[config.mk]
export PLATFORM = sky130hd
export DESIGN_NAME = sss_top
export DESIGN_NICKNAME = d
export VERILOG_FILES = /design/src/hw/sss_pkg.sv /design/src/hw/sss_top.sv
export VERILOG_INCLUDE_DIRS = /design/src /design/src/hw
export SDC_FILE = /design/constraint.sdc
export NUM_CORES = 1
export LEC_CHECK = 0
export ABC_AREA = 1
export ABC_CLOCK_PERIOD_IN_PS = 7100
export BUFFER_PORTS_ARGS = -buffer_cell sky130_fd_sc_hd__buf_2
export CAP_MARGIN = 30
export CELL_PAD_IN_SITES_DETAIL_PLACEMENT = 1
export CELL_PAD_IN_SITES_GLOBAL_PLACEMENT = 1
export CORE_MARGIN = 4
export CORE_UTILIZATION = 43
export DETAILED_ROUTE_END_ITERATION = 10
export GPL_ROUTABILITY_DRIVEN = 0
export PLACE_DENSITY_LB_ADDON = 0.05
export SLEW_MARGIN = 10
export SYNTH_ARGS = -nofsm -noshare
export SYNTH_HDL_FRONTEND = slang
export SYNTH_SLANG_ARGS = --single-unit
[constraint.sdc]
create_clock -name aclk -period 7.1 [get_ports aclk]
set_input_delay 0.71 -clock aclk [delete_from_list [all_inputs] [get_ports aclk]]
set_output_delay 0.71 -clock aclk [all_outputs]
set_load 0.02 [all_outputs]
[src/hw/sss_map.svh]
/*
  constant map for the sync output selector and sweep stepper.
  assumes inclusion by bare name from the design file.
*/
`ifndef SSS_MAP_SVH
`define SSS_MAP_SVH
// ===========================================================
// register byte offsets
`define SSS_CTRL_OFF 8'h00
`define SSS_SRC_OFF 8'h04
`define SSS_SWEEP_OFF 8'h08
`define SSS_STAT_OFF 8'h0c
`define SSS_WAVE_OFF 8'h10
// ===========================================================
// control field positions
`define SSS_CTRL_EN_BIT 0
`define SSS_CTRL_AUTO_BIT 1
`define SSS_CTRL_SWP_BIT 2
`define SSS_CTRL_TRIG_BIT 3
`define SSS_CTRL_CONT_BIT 4
`define SSS_CTRL_RESYNC_BIT 5
`define SSS_CTRL_MTRIG_BIT 6
// src register command bits
`define SSS_SRC_FWD_BIT 4
`define SSS_SRC_BACK_BIT 5
// ===========================================================
// reset values
`define SSS_CTRL_RST 32'h0000_0003
`define SSS_SWEEP_RST 32'h0000_0064
// ===========================================================
// timing
`define SSS_DWELL_US 500
`define SSS_CLK_MHZ 100
`define SSS_DWELL_CYC (`SSS_DWELL_US * `SSS_CLK_MHZ)
`define SSS_TABLE_LEN 2048
`define SSS_MIN_STEPS 60
`define SSS_SAMPLES 4096
`define SSS_MARK_POINTS 4
`endif

[src/hw/sss_pkg.sv]
/*
  types for the sync output selector and sweep stepper.
  assumes nothing beyond a systemverilog compiler.
*/
package sss_pkg;
  // sync source codes in selector stepping order
  typedef enum logic [2:0] {
    SSS_SRC_WAVE = 3'b000,
    SSS_SRC_MARK = 3'b001,
    SSS_SRC_BURST = 3'b010,
    SSS_SRC_SEQ = 3'b011,
    SSS_SRC_TRIG = 3'b100,
    SSS_SRC_SWEEP = 3'b101,
    SSS_SRC_LOCK = 3'b110
  } sss_src_e;
  // sweep stepper states
  typedef enum logic [1:0] {
    SSS_SW_IDLE = 2'b00,
    SSS_SW_RUN = 2'b01,
    SSS_SW_RETRACE = 2'b10
  } sss_sw_e;
  // waveform kind codes written through the wave register
  typedef enum logic [2:0] {
    SSS_WF_STD = 3'b000,
    SSS_WF_ARB = 3'b001,
    SSS_WF_PULSE = 3'b010,
    SSS_WF_PTRAIN = 3'b011,
    SSS_WF_SEQ = 3'b100
  } sss_wf_e;
endpackage : sss_pkg

[src/hw/sss_top.sv]
/*
  sync output source selector and sweep frequency stepper with an axi4-lite slave.
  assumes the waveform engine supplies phase, marker and burst events on aclk,
  and that trig_pin arrives asynchronously.
*/
// Functional notes
// - waveform sync on standard waveform: square wave at main frequency, half high
// - waveform sync on arbitrary: pulse high for first few points of each pass
// - marker source on arbitrary: output follows stored per-sample marker bit
// - marker source on standard waveform becomes one-clock phase-zero pulse
// - burst-done source: pulse during last cycle of each burst
// - sequence source: pulse at end of each sequence pass
// - trigger source: pass the active trigger to sync output
// - phase-lock source: rising edge at zero-degree phase point
// - sweep sync high during sweep, low for retrace before next sweep
// - enable control turns sync output on or off
// - source steps cyclically in fixed order, forward or backward
// - auto mode: waveform sync for continuous, trigger for triggered or gated
// - in auto mode any parameter change restores automatic source
// - switching sweep on defaults the source to sweep sync
// - sweep refused for pulse, pulse-train and sequence waveforms
// - during sweep the played waveform length is 4096 points
// - sweep steps through a 2048-entry start-to-stop frequency table
// - dwell at least 0.5ms; fewer steps for short sweeps, down to 60 (step count here follows step_inc alone, SSS_MIN_STEPS not enforced)
// - one shared sweep parameter set serves all swept channels
// - triggered sweep starts on rising external, key or remote trigger
// - every sweep frequency is snapped to a table entry
`timescale 1ns/1ps
`default_nettype none
`include "sss_map.svh"
module sss_top
  import sss_pkg::*;
#(
  parameter int DWELL_CYC = `SSS_DWELL_CYC,
  parameter int IDX_W = 11
) (
  input wire logic aclk,
  input wire logic aresetn,
  input wire logic [7:0] s_axi_awaddr,
  input wire logic s_axi_awvalid,
  output logic s_axi_awready,
  input wire logic [31:0] s_axi_wdata,
  input wire logic [3:0] s_axi_wstrb,
  input wire logic s_axi_wvalid,
  output logic s_axi_wready,
  output logic [1:0] s_axi_bresp,
  output logic s_axi_bvalid,
  input wire logic s_axi_bready,
  input wire logic [7:0] s_axi_araddr,
  input wire logic s_axi_arvalid,
  output logic s_axi_arready,
  output logic [31:0] s_axi_rdata,
  output logic [1:0] s_axi_rresp,
  output logic s_axi_rvalid,
  input wire logic s_axi_rready,
  input wire logic [11:0] wave_phase,
  input wire logic wave_pass_start,
  input wire logic [11:0] arb_point,
  input wire logic arb_marker,
  input wire logic burst_last,
  input wire logic seq_end,
  input wire logic active_trigger,
  input wire logic trig_pin,
  input wire logic manual_trigger_key,
  input wire logic param_change,
  output logic sync_out,
  output logic [IDX_W-1:0] sweep_index,
  output logic sweep_active,
  output logic [12:0] play_length
);
  // ===========================================================
  // register state
  logic out_en, auto_mode, sweep_on, trig_mode, cont_mode, resync;
  sss_src_e src;
  logic [15:0] dwell_mult;
  logic [IDX_W-1:0] step_inc;
  sss_wf_e wave_kind;
  logic gated;
  sss_sw_e sw_state;
  logic [31:0] dwell_cnt;
  logic sweep_refused;
  logic trig_s1, trig_s2, trig_d, key_d;
  logic remote_trig;

  // step one choice through seven sources with wraparound
  function automatic sss_src_e src_step(input sss_src_e s, input logic back);
    logic [2:0] v;
    v = s;
    if (back) begin
      v = (v == 3'd0) ? 3'd6 : 3'(v - 3'd1);
    end else begin
      v = (v == 3'd6) ? 3'd0 : 3'(v + 3'd1);
    end
    return sss_src_e'(v);
  endfunction : src_step

  // sweepable waveform kinds
  function automatic logic sweepable(input sss_wf_e k);
    return (k == SSS_WF_STD) || (k == SSS_WF_ARB);
  endfunction : sweepable

  // ===========================================================
  // axi4-lite write channel
  logic aw_held, w_held;
  logic [7:0] aw_addr;
  logic [31:0] w_data;
  logic [3:0] w_strb;
  logic wr_fire;
  assign wr_fire = aw_held && w_held && !s_axi_bvalid;

  // capture address and data independently, either order
  always_ff @(posedge aclk) begin
    if (!aresetn) begin
      aw_held <= 1'b0;
      w_held <= 1'b0;
      aw_addr <= 8'h00;
      w_data <= 32'h0000_0000;
      w_strb <= 4'h0;
      s_axi_awready <= 1'b0;
      s_axi_wready <= 1'b0;
    end else begin
      s_axi_awready <= !aw_held && !s_axi_awready;
      s_axi_wready <= !w_held && !s_axi_wready;
      if (s_axi_awvalid && s_axi_awready) begin
        aw_held <= 1'b1;
        aw_addr <= s_axi_awaddr;
      end
      if (s_axi_wvalid && s_axi_wready) begin
        w_held <= 1'b1;
        w_data <= s_axi_wdata;
        w_strb <= s_axi_wstrb;
      end
      if (wr_fire) begin
        aw_held <= 1'b0;
        w_held <= 1'b0;
      end
    end
  end

  // write response, slverr on addresses above the wave register
  always_ff @(posedge aclk) begin
    if (!aresetn) begin
      s_axi_bvalid <= 1'b0;
      s_axi_bresp <= 2'b00;
    end else if (wr_fire) begin
      s_axi_bvalid <= 1'b1;
      s_axi_bresp <= (aw_addr > `SSS_WAVE_OFF) ? 2'b10 : 2'b00;
    end else if (s_axi_bready) begin
      s_axi_bvalid <= 1'b0;
    end
  end

  logic wr_ctrl, wr_src, wr_sweep, wr_wave;
  assign wr_ctrl = wr_fire && aw_addr == `SSS_CTRL_OFF && w_strb[0];
  assign wr_src = wr_fire && aw_addr == `SSS_SRC_OFF && w_strb[0];
  assign wr_sweep = wr_fire && aw_addr == `SSS_SWEEP_OFF;
  assign wr_wave = wr_fire && aw_addr == `SSS_WAVE_OFF && w_strb[0];

  // ===========================================================
  // control bits, one shared sweep setup for all channels
  always_ff @(posedge aclk) begin
    if (!aresetn) begin
      out_en <= 1'(`SSS_CTRL_RST >> `SSS_CTRL_EN_BIT);
      auto_mode <= 1'(`SSS_CTRL_RST >> `SSS_CTRL_AUTO_BIT);
      sweep_on <= 1'b0;
      trig_mode <= 1'b0;
      cont_mode <= 1'b0;
      resync <= 1'b0;
      remote_trig <= 1'b0;
    end else begin
      remote_trig <= wr_ctrl && w_data[`SSS_CTRL_MTRIG_BIT];
      if (wr_ctrl) begin
        out_en <= w_data[`SSS_CTRL_EN_BIT];
        auto_mode <= w_data[`SSS_CTRL_AUTO_BIT];
        // sweep refused on pulse, pulse-train, sequence
        sweep_on <= w_data[`SSS_CTRL_SWP_BIT] && sweepable(wave_kind);
        trig_mode <= w_data[`SSS_CTRL_TRIG_BIT];
        cont_mode <= w_data[`SSS_CTRL_CONT_BIT];
        resync <= w_data[`SSS_CTRL_RESYNC_BIT];
      end else if (!sweepable(wave_kind)) begin
        sweep_on <= 1'b0;
      end
    end
  end

  // refusal flag: reloaded on every control write, so the next unrefused one clears it
  always_ff @(posedge aclk) begin
    if (!aresetn) begin
      sweep_refused <= 1'b0;
    end else if (wr_ctrl) begin
      sweep_refused <= w_data[`SSS_CTRL_SWP_BIT] && !sweepable(wave_kind);
    end
  end

  // waveform context and per-step time in dwell units
  always_ff @(posedge aclk) begin
    if (!aresetn) begin
      wave_kind <= SSS_WF_STD;
      gated <= 1'b0;
      dwell_mult <= 16'(`SSS_SWEEP_RST);
      step_inc <= IDX_W'(1);
    end else begin
      if (wr_wave) begin
        wave_kind <= sss_wf_e'(w_data[2:0]);
        gated <= w_data[3];
      end
      if (wr_sweep) begin
        dwell_mult <= (w_data[15:0] == 16'h0000) ? 16'h0001 : w_data[15:0];
        step_inc <= (w_data[16 +: IDX_W] == '0) ? IDX_W'(1) : w_data[16 +: IDX_W];
      end
    end
  end

  // ===========================================================
  // source selection with auto override
  logic sweep_on_d, auto_pend;
  sss_src_e auto_src;
  always_comb begin
    if (sweep_on) begin
      auto_src = SSS_SRC_SWEEP;
    end else if (trig_mode || gated) begin
      auto_src = SSS_SRC_TRIG;
    end else begin
      auto_src = SSS_SRC_WAVE;
    end
  end

  always_ff @(posedge aclk) begin
    if (!aresetn) begin
      src <= SSS_SRC_WAVE;
      sweep_on_d <= 1'b0;
      auto_pend <= 1'b0;
    end else begin
      sweep_on_d <= sweep_on;
      auto_pend <= param_change || wr_wave || wr_ctrl; // late, so auto_src sees new mode bits
      if (sweep_on && !sweep_on_d) begin
        src <= SSS_SRC_SWEEP;
      end else if (wr_src && (w_data[`SSS_SRC_FWD_BIT] || w_data[`SSS_SRC_BACK_BIT])) begin
        src <= src_step(src, w_data[`SSS_SRC_BACK_BIT]);
      end else if (wr_src) begin
        src <= (w_data[2:0] > 3'd6) ? SSS_SRC_WAVE : sss_src_e'(w_data[2:0]);
      end else if (auto_mode && auto_pend) begin
        src <= auto_src;
      end
    end
  end

  // ===========================================================
  // trigger synchroniser and rising edge
  always_ff @(posedge aclk) begin
    if (!aresetn) begin
      trig_s1 <= 1'b0;
      trig_s2 <= 1'b0;
      trig_d <= 1'b0;
      key_d <= 1'b0;
    end else begin
      trig_s1 <= trig_pin;
      trig_s2 <= trig_s1;
      trig_d <= trig_s2;
      key_d <= manual_trigger_key;
    end
  end
  logic sweep_go;
  // external edge, key edge or remote command
  assign sweep_go = (trig_s2 && !trig_d) || (manual_trigger_key && !key_d) || remote_trig;

  // ===========================================================
  // sweep stepper: index advances each dwell period
  logic dwell_done, last_step;
  assign dwell_done = dwell_cnt >= 32'(DWELL_CYC) * {16'h0000, dwell_mult} - 32'd1;
  assign last_step = {1'b0, sweep_index} + {1'b0, step_inc} >= IDX_W'(`SSS_TABLE_LEN - 1);

  always_ff @(posedge aclk) begin
    if (!aresetn) begin
      sw_state <= SSS_SW_IDLE;
      dwell_cnt <= 32'h0000_0000;
      sweep_index <= '0;
      sweep_active <= 1'b0;
    end else if (!sweep_on) begin
      sw_state <= SSS_SW_IDLE;
      dwell_cnt <= 32'h0000_0000;
      sweep_index <= '0;
      sweep_active <= 1'b0;
    end else begin
      case (sw_state)
        SSS_SW_IDLE: begin
          dwell_cnt <= 32'h0000_0000;
          if (cont_mode || (trig_mode && sweep_go)) begin
            sw_state <= SSS_SW_RUN;
            sweep_active <= 1'b1;
            sweep_index <= '0;
          end
        end
        SSS_SW_RUN: begin
          if (dwell_done) begin
            dwell_cnt <= 32'h0000_0000;
            if (last_step) begin
              // index stays on an entry, never interpolated
              sweep_index <= IDX_W'(`SSS_TABLE_LEN - 1);
              sw_state <= SSS_SW_RETRACE;
              sweep_active <= 1'b0;
            end else begin
              sweep_index <= IDX_W'(sweep_index + step_inc);
            end
          end else begin
            dwell_cnt <= dwell_cnt + 32'd1;
          end
        end
        SSS_SW_RETRACE: begin
          // one dwell low so a display can retrace
          if (dwell_done) begin
            dwell_cnt <= 32'h0000_0000;
            sweep_index <= '0;
            sw_state <= SSS_SW_IDLE;
          end else begin
            dwell_cnt <= dwell_cnt + 32'd1;
          end
        end
        default: begin
          sw_state <= SSS_SW_IDLE;
        end
      endcase
    end
  end

  // played waveform length fixed while sweeping
  always_ff @(posedge aclk) begin
    if (!aresetn) begin
      play_length <= 13'(`SSS_SAMPLES);
    end else begin
      play_length <= sweep_on ? 13'(`SSS_SAMPLES) : {1'b0, arb_point == 12'h000 ? 12'hfff : arb_point};
    end
  end

  // ===========================================================
  // sync output mux
  logic next_sync;
  logic is_arb;
  assign is_arb = wave_kind != SSS_WF_STD;
  always_comb begin
    case (src)
      SSS_SRC_WAVE: next_sync = is_arb ? (arb_point < 12'(`SSS_MARK_POINTS))
                                       : !wave_phase[11];
      SSS_SRC_MARK: next_sync = is_arb ? arb_marker
                                       : wave_pass_start;
      SSS_SRC_BURST: next_sync = burst_last;
      SSS_SRC_SEQ: next_sync = seq_end;
      SSS_SRC_TRIG: next_sync = active_trigger;
      SSS_SRC_SWEEP: next_sync = sweep_active;
      SSS_SRC_LOCK: next_sync = !wave_phase[11]; // rises at zero phase
      default: next_sync = 1'b0;
    endcase
  end

  always_ff @(posedge aclk) begin
    if (!aresetn) begin
      sync_out <= 1'b0;
    end else begin
      sync_out <= out_en && next_sync;
    end
  end

  // ===========================================================
  // axi4-lite read channel
  logic [31:0] rd_word;
  always_comb begin
    case (s_axi_araddr)
      `SSS_CTRL_OFF: rd_word = {25'h0, 1'b0, resync, cont_mode, trig_mode, sweep_on, auto_mode, out_en};
      `SSS_SRC_OFF: rd_word = {29'h0, src};
      `SSS_SWEEP_OFF: rd_word = {5'h0, step_inc, dwell_mult};
      `SSS_STAT_OFF: rd_word = {12'h0, sweep_refused, sweep_active, sw_state, 5'h0, sweep_index};
      `SSS_WAVE_OFF: rd_word = {28'h0, gated, wave_kind};
      default: rd_word = 32'h0000_0000;
    endcase
  end

  always_ff @(posedge aclk) begin
    if (!aresetn) begin
      s_axi_arready <= 1'b0;
      s_axi_rvalid <= 1'b0;
      s_axi_rdata <= 32'h0000_0000;
      s_axi_rresp <= 2'b00;
    end else begin
      s_axi_arready <= !s_axi_rvalid && !s_axi_arready && s_axi_arvalid;
      if (s_axi_arvalid && s_axi_arready) begin
        s_axi_rvalid <= 1'b1;
        s_axi_rdata <= rd_word;
        s_axi_rresp <= (s_axi_araddr > `SSS_WAVE_OFF) ? 2'b10 : 2'b00;
      end else if (s_axi_rready) begin
        s_axi_rvalid <= 1'b0;
      end
    end
  end
endmodule : sss_top
`default_nettype wire

# [Word-level counts from Yosys, hierarchy flattened]
# Cells that the tools add are included.
[word_totals] elab_cells=187 input_bits=91 output_inout_bits=67 reg_bits=187
[op_classes] multipliers=1 muxes=42 bitwise=1 addsub=6 reduce_logical=70 n_eq_ne=21 order_cmp=6
[op_table] operator="$pmux 27 s5" n=1
[op_table] operator="$pmux 32 s2" n=1
[op_table] operator="$mux 11" n=5
[op_table] operator="$pmux 11 s3" n=1
[op_table] operator="$add 32x1->32 const B" n=1
[op_table] operator="$ge 32x32->1" n=1
[op_table] operator="$mux 32" n=1
[op_table] operator="$sub 32x1->32 const B" n=1
[op_table] operator="$mux 3" n=10
[op_table] operator="$mul 12x16->28 const A" n=1
[op_table] operator="$logic_and 1x1->1" n=26
[op_table] operator="$eq 8x4->1 const B" n=3
[op_table] operator="$eq 8x3->1 const B" n=2
[op_table] operator="$eq 8x5->1 const B" n=2
[op_table] operator="$gt 8x5->1 const B" n=2
[op_table] operator="$logic_not 16->1" n=1
[op_table] operator="$logic_not 8->1" n=2
[op_table] operator="$mux 16" n=1
[op_table] operator="$mux 13" n=1
[op_table] operator="$add 11x11->12" n=1
[op_table] operator="$ge 12x11->1 const B" n=1
[op_table] operator="$logic_not 1->1" n=12
[op_table] operator="$logic_not 12->1" n=1
[op_table] operator="$lt 12x3->1 const B" n=1
[op_table] operator="27 further kinds" n=68

# [Logic depth before layout (Yosys ltp)]
[logic_depth] depth_word=8 ltp_mapped=37 depth_no_buf=36

# [Worst setup path after synthesis]
# No wires, ideal clock.
[synth_timing] path_kind="flip-flop to flip-flop" startpoint="register dwell_mult[13]" endpoint="register sweep_index[10]" path_stages_with_launch=35 n_path_buf=1 t_arrival_ns=5.769 slack_ns=1.215 setup_ns=0.116 synth_period_minus_slack_ns=5.885 t_required_ns=6.984 path_cell_list="dfxtp_1 > ha_1 > ha_1 > inv_1 > fa_1 > inv_1 > fa_1 > inv_1 > fa_1 > inv_1 > ha_1 > a21oi_1 > o21ai_0 > a21oi_1 > nand2_1 > nand2_1 > nand2_1 > nor2_1 > nand3_4 > nor2_4 > nand2_1 > nand2_1 > nand2_1 > ha_1 > a21oi_1 > o21ai_0 > nand2_1 > o211ai_1 > a21oi_1 > nand3_1 > nand2_1 > inv_1 > buf_4 > o21ai_0 > nor2_1"
[synth_between] elab_chain_cells=5 word_cells_on_any_way=6 cone_classes="1 x add/sub; 1 x mul; 1 x order compare; 2 x eq/ne; 1 x reduce/logical"
[synth_lines] element="start, declared" line="sss_top.sv:75" rtl="logic [15:0] dwell_mult;"
[synth_lines] element="start signal, assigned" line="sss_top.sv:200" rtl="dwell_mult <= 16'(`SSS_SWEEP_RST);"
[synth_lines] element="start signal, assigned" line="sss_top.sv:208" rtl="dwell_mult <= (w_data[15:0] == 16'h0000) ? 16'h0001 : w_data[15:0];"
[synth_lines] element="$mul 12x16->28 (*)" line="sss_top.sv:270" rtl="assign dwell_done = dwell_cnt >= 32'(DWELL_CYC) * {16'h0000, dwell_mult} - 32'd1;"
[synth_lines] element="$sub 32x1->32 (*)" line="sss_top.sv:270"
[synth_lines] element="$ge 32x32->1 (*)" line="sss_top.sv:270"
[synth_lines] element="$ne 2x2->1 (no source line)"
[synth_lines] element="$reduce_and 4->1 (no source line) (*)"
[synth_lines] element="end signal, assigned" line="sss_top.sv:299" rtl="sweep_index <= IDX_W'(`SSS_TABLE_LEN - 1);"
[synth_lines] element="end signal, assigned" line="sss_top.sv:303" rtl="sweep_index <= IDX_W'(sweep_index + step_inc);"
[synth_lines] element="end, declared" line="sss_top.sv:67" rtl="output logic [IDX_W-1:0] sweep_index,"
# Mark *: on every way between the ends. The rest lies on a longest branch, timed or not.
# A chain may end at the register's enable or synchronous reset.

# [Worst setup path in the final report]
[layout_timing] startpoint="register dwell_mult[6]" endpoint="register sweep_index[2]"
# Same word-level chain as after synthesis.

==> run_results.csv <==
group,metric,value,unit
status,outcome,"finished, final reports clean",
worst_setup_path,cp.arrival,6.94,ns
place,dp.cells,2296,
worst_setup_path,crit_fanout,9,
finish,instances_no_fill,2331,
finish,mostFrequentLayoutCells,"321 x nand2_1, 283 x inv_1, 178 x dfxtp_1",
die,io_pins,158,
worst_setup_path,worstPathRequired,7.45,ns
worst_setup_path,criticalPathCategory,"register to register",
synthesis,yosys.area.top_type,"dfxtp_1",
die,core_area,0.0299,mm^2
finish,layout_commonest_cell,"nand2_1",
drt,drtIter0Drc,539,
die,rows,63,
power_and_ir_drop,power_density,146,mW/mm^2
drt,finalWirelength,39100,um
die,dieArea,0.0334,mm^2
cts,insertion_delay,0.46,ns
drt,drt_pass1_iterations,4,
cts,clockBufferDepth,2,
worst_setup_path,cp-start-kind,"register",
synthesis,ys_seq_area_frac,0.275,
place,portBuffers,131,
sta,relSlewSlack,0.373,
finish,antenna_cells,0,
sta,setup_viol,0,
cts,cts_tree,"built",
synthesis,ys_async_sr_fraction,0,
place,dp_slack,0.247,ns
grt,grt_antenna_before_repair,0,
hold_path,min_path_type,"register to register",
grt,grt_pass1_wl,65400,um
finish,drive_above_1_share,0.128,
run,maxCapViolations,0,
drt,viasPerCell,5.19,
die,die_y,183,um
synthesis,ys_types,51,
sta,tightestPinTransition,0.933,ns
die,initial_core_util,0.439,
finish,synthToLayoutAreaGrowth,13.9,%
worst_setup_path,cp-end-kind,"register",
synthesis,synth_top_area_share,0.275,
power_and_ir_drop,ir_worst_vdd,168,uV
synthesis,synth-seq-cells,180,
grt,gr-total-overflow,0,
cts,htreeDepth,4,
sta,fin_ws,0.510,ns
die,die_width,183,um
drt,drcViolationCount,0,
drt,ant_nets,0,
synthesis,synth_area,0.0131,mm^2
cts,path_clk_slew,0.08,ns
place,place_hpwl,31600,um
cts,numClockSinks,180,
sta,hold_violations,0,
grt,track_usage,0.240,
cts,cts_root_buffer,"clkbuf_16",
worst_setup_path,critPathSlowestCell,"fa_1",
synthesis,syn_inst,1795,
worst_setup_path,cpPeakStageDelay,0.54,ns
synthesis,synth_enable_flop_cells,0,
finish,fin_nets,2220,
synthesis,synthTopCellsByArea,"dfxtp_1 27%, ha_1 15%, nand2_1 9.2%",
synthesis,syn_area_per_cell,7.30,um^2
synthesis,synth_ff_type,"dfxtp_1",
sta,slew_viol_final,0,
sta,fin_skew,0.0129,ns
drt,wl_per_cell,16.8,um
synthesis,yosys_warnings,0,
sta,min_period,6.59,ns
worst_setup_path,cp_common_cell,"nand2_1",
power_and_ir_drop,p_leak,7.31,nW
cts,numCtsBuffers,17,
drt,route.vias.total,12100,
sta,min_period_over_period,0.928,
grt,first_global_vias,12900,
sta,fmax,152,MHz
grt,grt_max_degree,81,
==> cell usage after synthesis, types with 3 or more instances <==
library cell  instances
a21oi_2               4
nor3_2                4
nand3_1             100
nor2_4                7
dfxtp_1             180
o31ai_1               3
nand2_1             323
o211ai_1              7
nand2_2               9
clkbuf_1             38
buf_4                 8
xnor2_1              18
a22o_1                4
nor2_2                6
o21bai_1              3
o221ai_1              3
nand4_1              31
fa_1                 41
xor2_1               41
ha_1                160
nor2_1              150
nor4_1                9
inv_1               284
or2_2                 4
nand3_2               4
nor3_1               27
o21ai_0             116
nand3b_1              7
a221oi_1              4
a21oi_1             170
==> cell families (layout without fill, tap and decap cells) <==
group,after synthesis,count (layout),synth area share
DFF,180,180,0.275
adders and majority gates,201,201,0.215
xor gates and xnor gates,61,61,0.0419
and+or+nand+nor,687,687,0.233
other,1,7,0.000286
AOI/OAI and AO/OA,329,329,0.136
buffers and inverters,336,476,0.0987
==> per-stage QoR <==
step	utilization	power, mW	setup TNS (ns)	hold slack [ns]	area, um^2
final	0.500	2.18	0	0.422	14900
after global routing	0.500	2.27	-0.0101	0.445	14900
after CTS	0.498	2.20	0	0.424	14900
after detailed placement	0.477	1.23	0	0.410	14300
after global placement	0.477	1.23	0	0.396	14200
after floorplan	-	1.17	0	0.390	13100
==> worst paths after layout <==
path / endpoint / cells after the start / startpoint / slack (ns)
hold / removal: trig_s2 / 2 / trig_s1 / 0.42
setup / recovery: sweep_index[2] / 33 / dwell_mult[6] / 0.51
hold reg to reg: trig_s2 / 2 / trig_s1 / 0.42
setup reg to reg: sweep_index[2] / 33 / dwell_mult[6] / 0.51
==> critical path: cells and delay by family, from the launching register on <==
kind,cells,cell delay (ns)
adder cells (fa/ha/maj),7,2.88
buffers and inverters,5,0.42
AND/OR/NAND/NOR,12,1.45
AO/OA/AOI/OAI,9,1.41
flip-flops,1,0.36
==> metal layers <==
metal / global-route usage / up-vias / part of all wire
met5: 0 / - / 0
met4: 0.0540 / 0 / 0.015
met3: 0.0466 / 31 / 0.036
met2: 0.440 / 155 / 0.51
met1: 0.290 / 5789 / 0.44
li1: - / 6126 / -
==> registers in the layout, indices dropped and copies added (netlist names), 2 cells and up <==
name	flops
dwell_mult	16
sw_state	2
play_length	13
aw_addr	8
w_data	27
dwell_cnt	32
s_axi_rdata	27
step_inc	11
wave_kind	3
sweep_index	11
src	3
==> cell type report <==
class	count	area, um^2
clock buffers	17	425
clock inverters	15	181
fillers	3871	14900
inverters	286	1080
multi-input cells	1285	8280
flip-flops and latches	180	3610
well taps	390	488
repair buffers	157	875
repair inverters	1	7.51
==> where the power goes <==
| group | switching [mW] | internal, mW |
|---|---|---|
| sequential | 0.0145 | 1.03 |
| combinational | 0.105 | 0.0554 |
| clock | 0.490 | 0.478 |
| total | 0.610 | 1.57 |
==> repair_timing <==
| item | in CTS | in global routing |
|---|---|---|
| buffers inserted | 0 | 1 |
| hold buffers | 0 | 0 |
| gates resized for setup | 0 | 15 |
| setup endpoints to repair | 0 | 40 |
(Power assumes the default switching activity.)
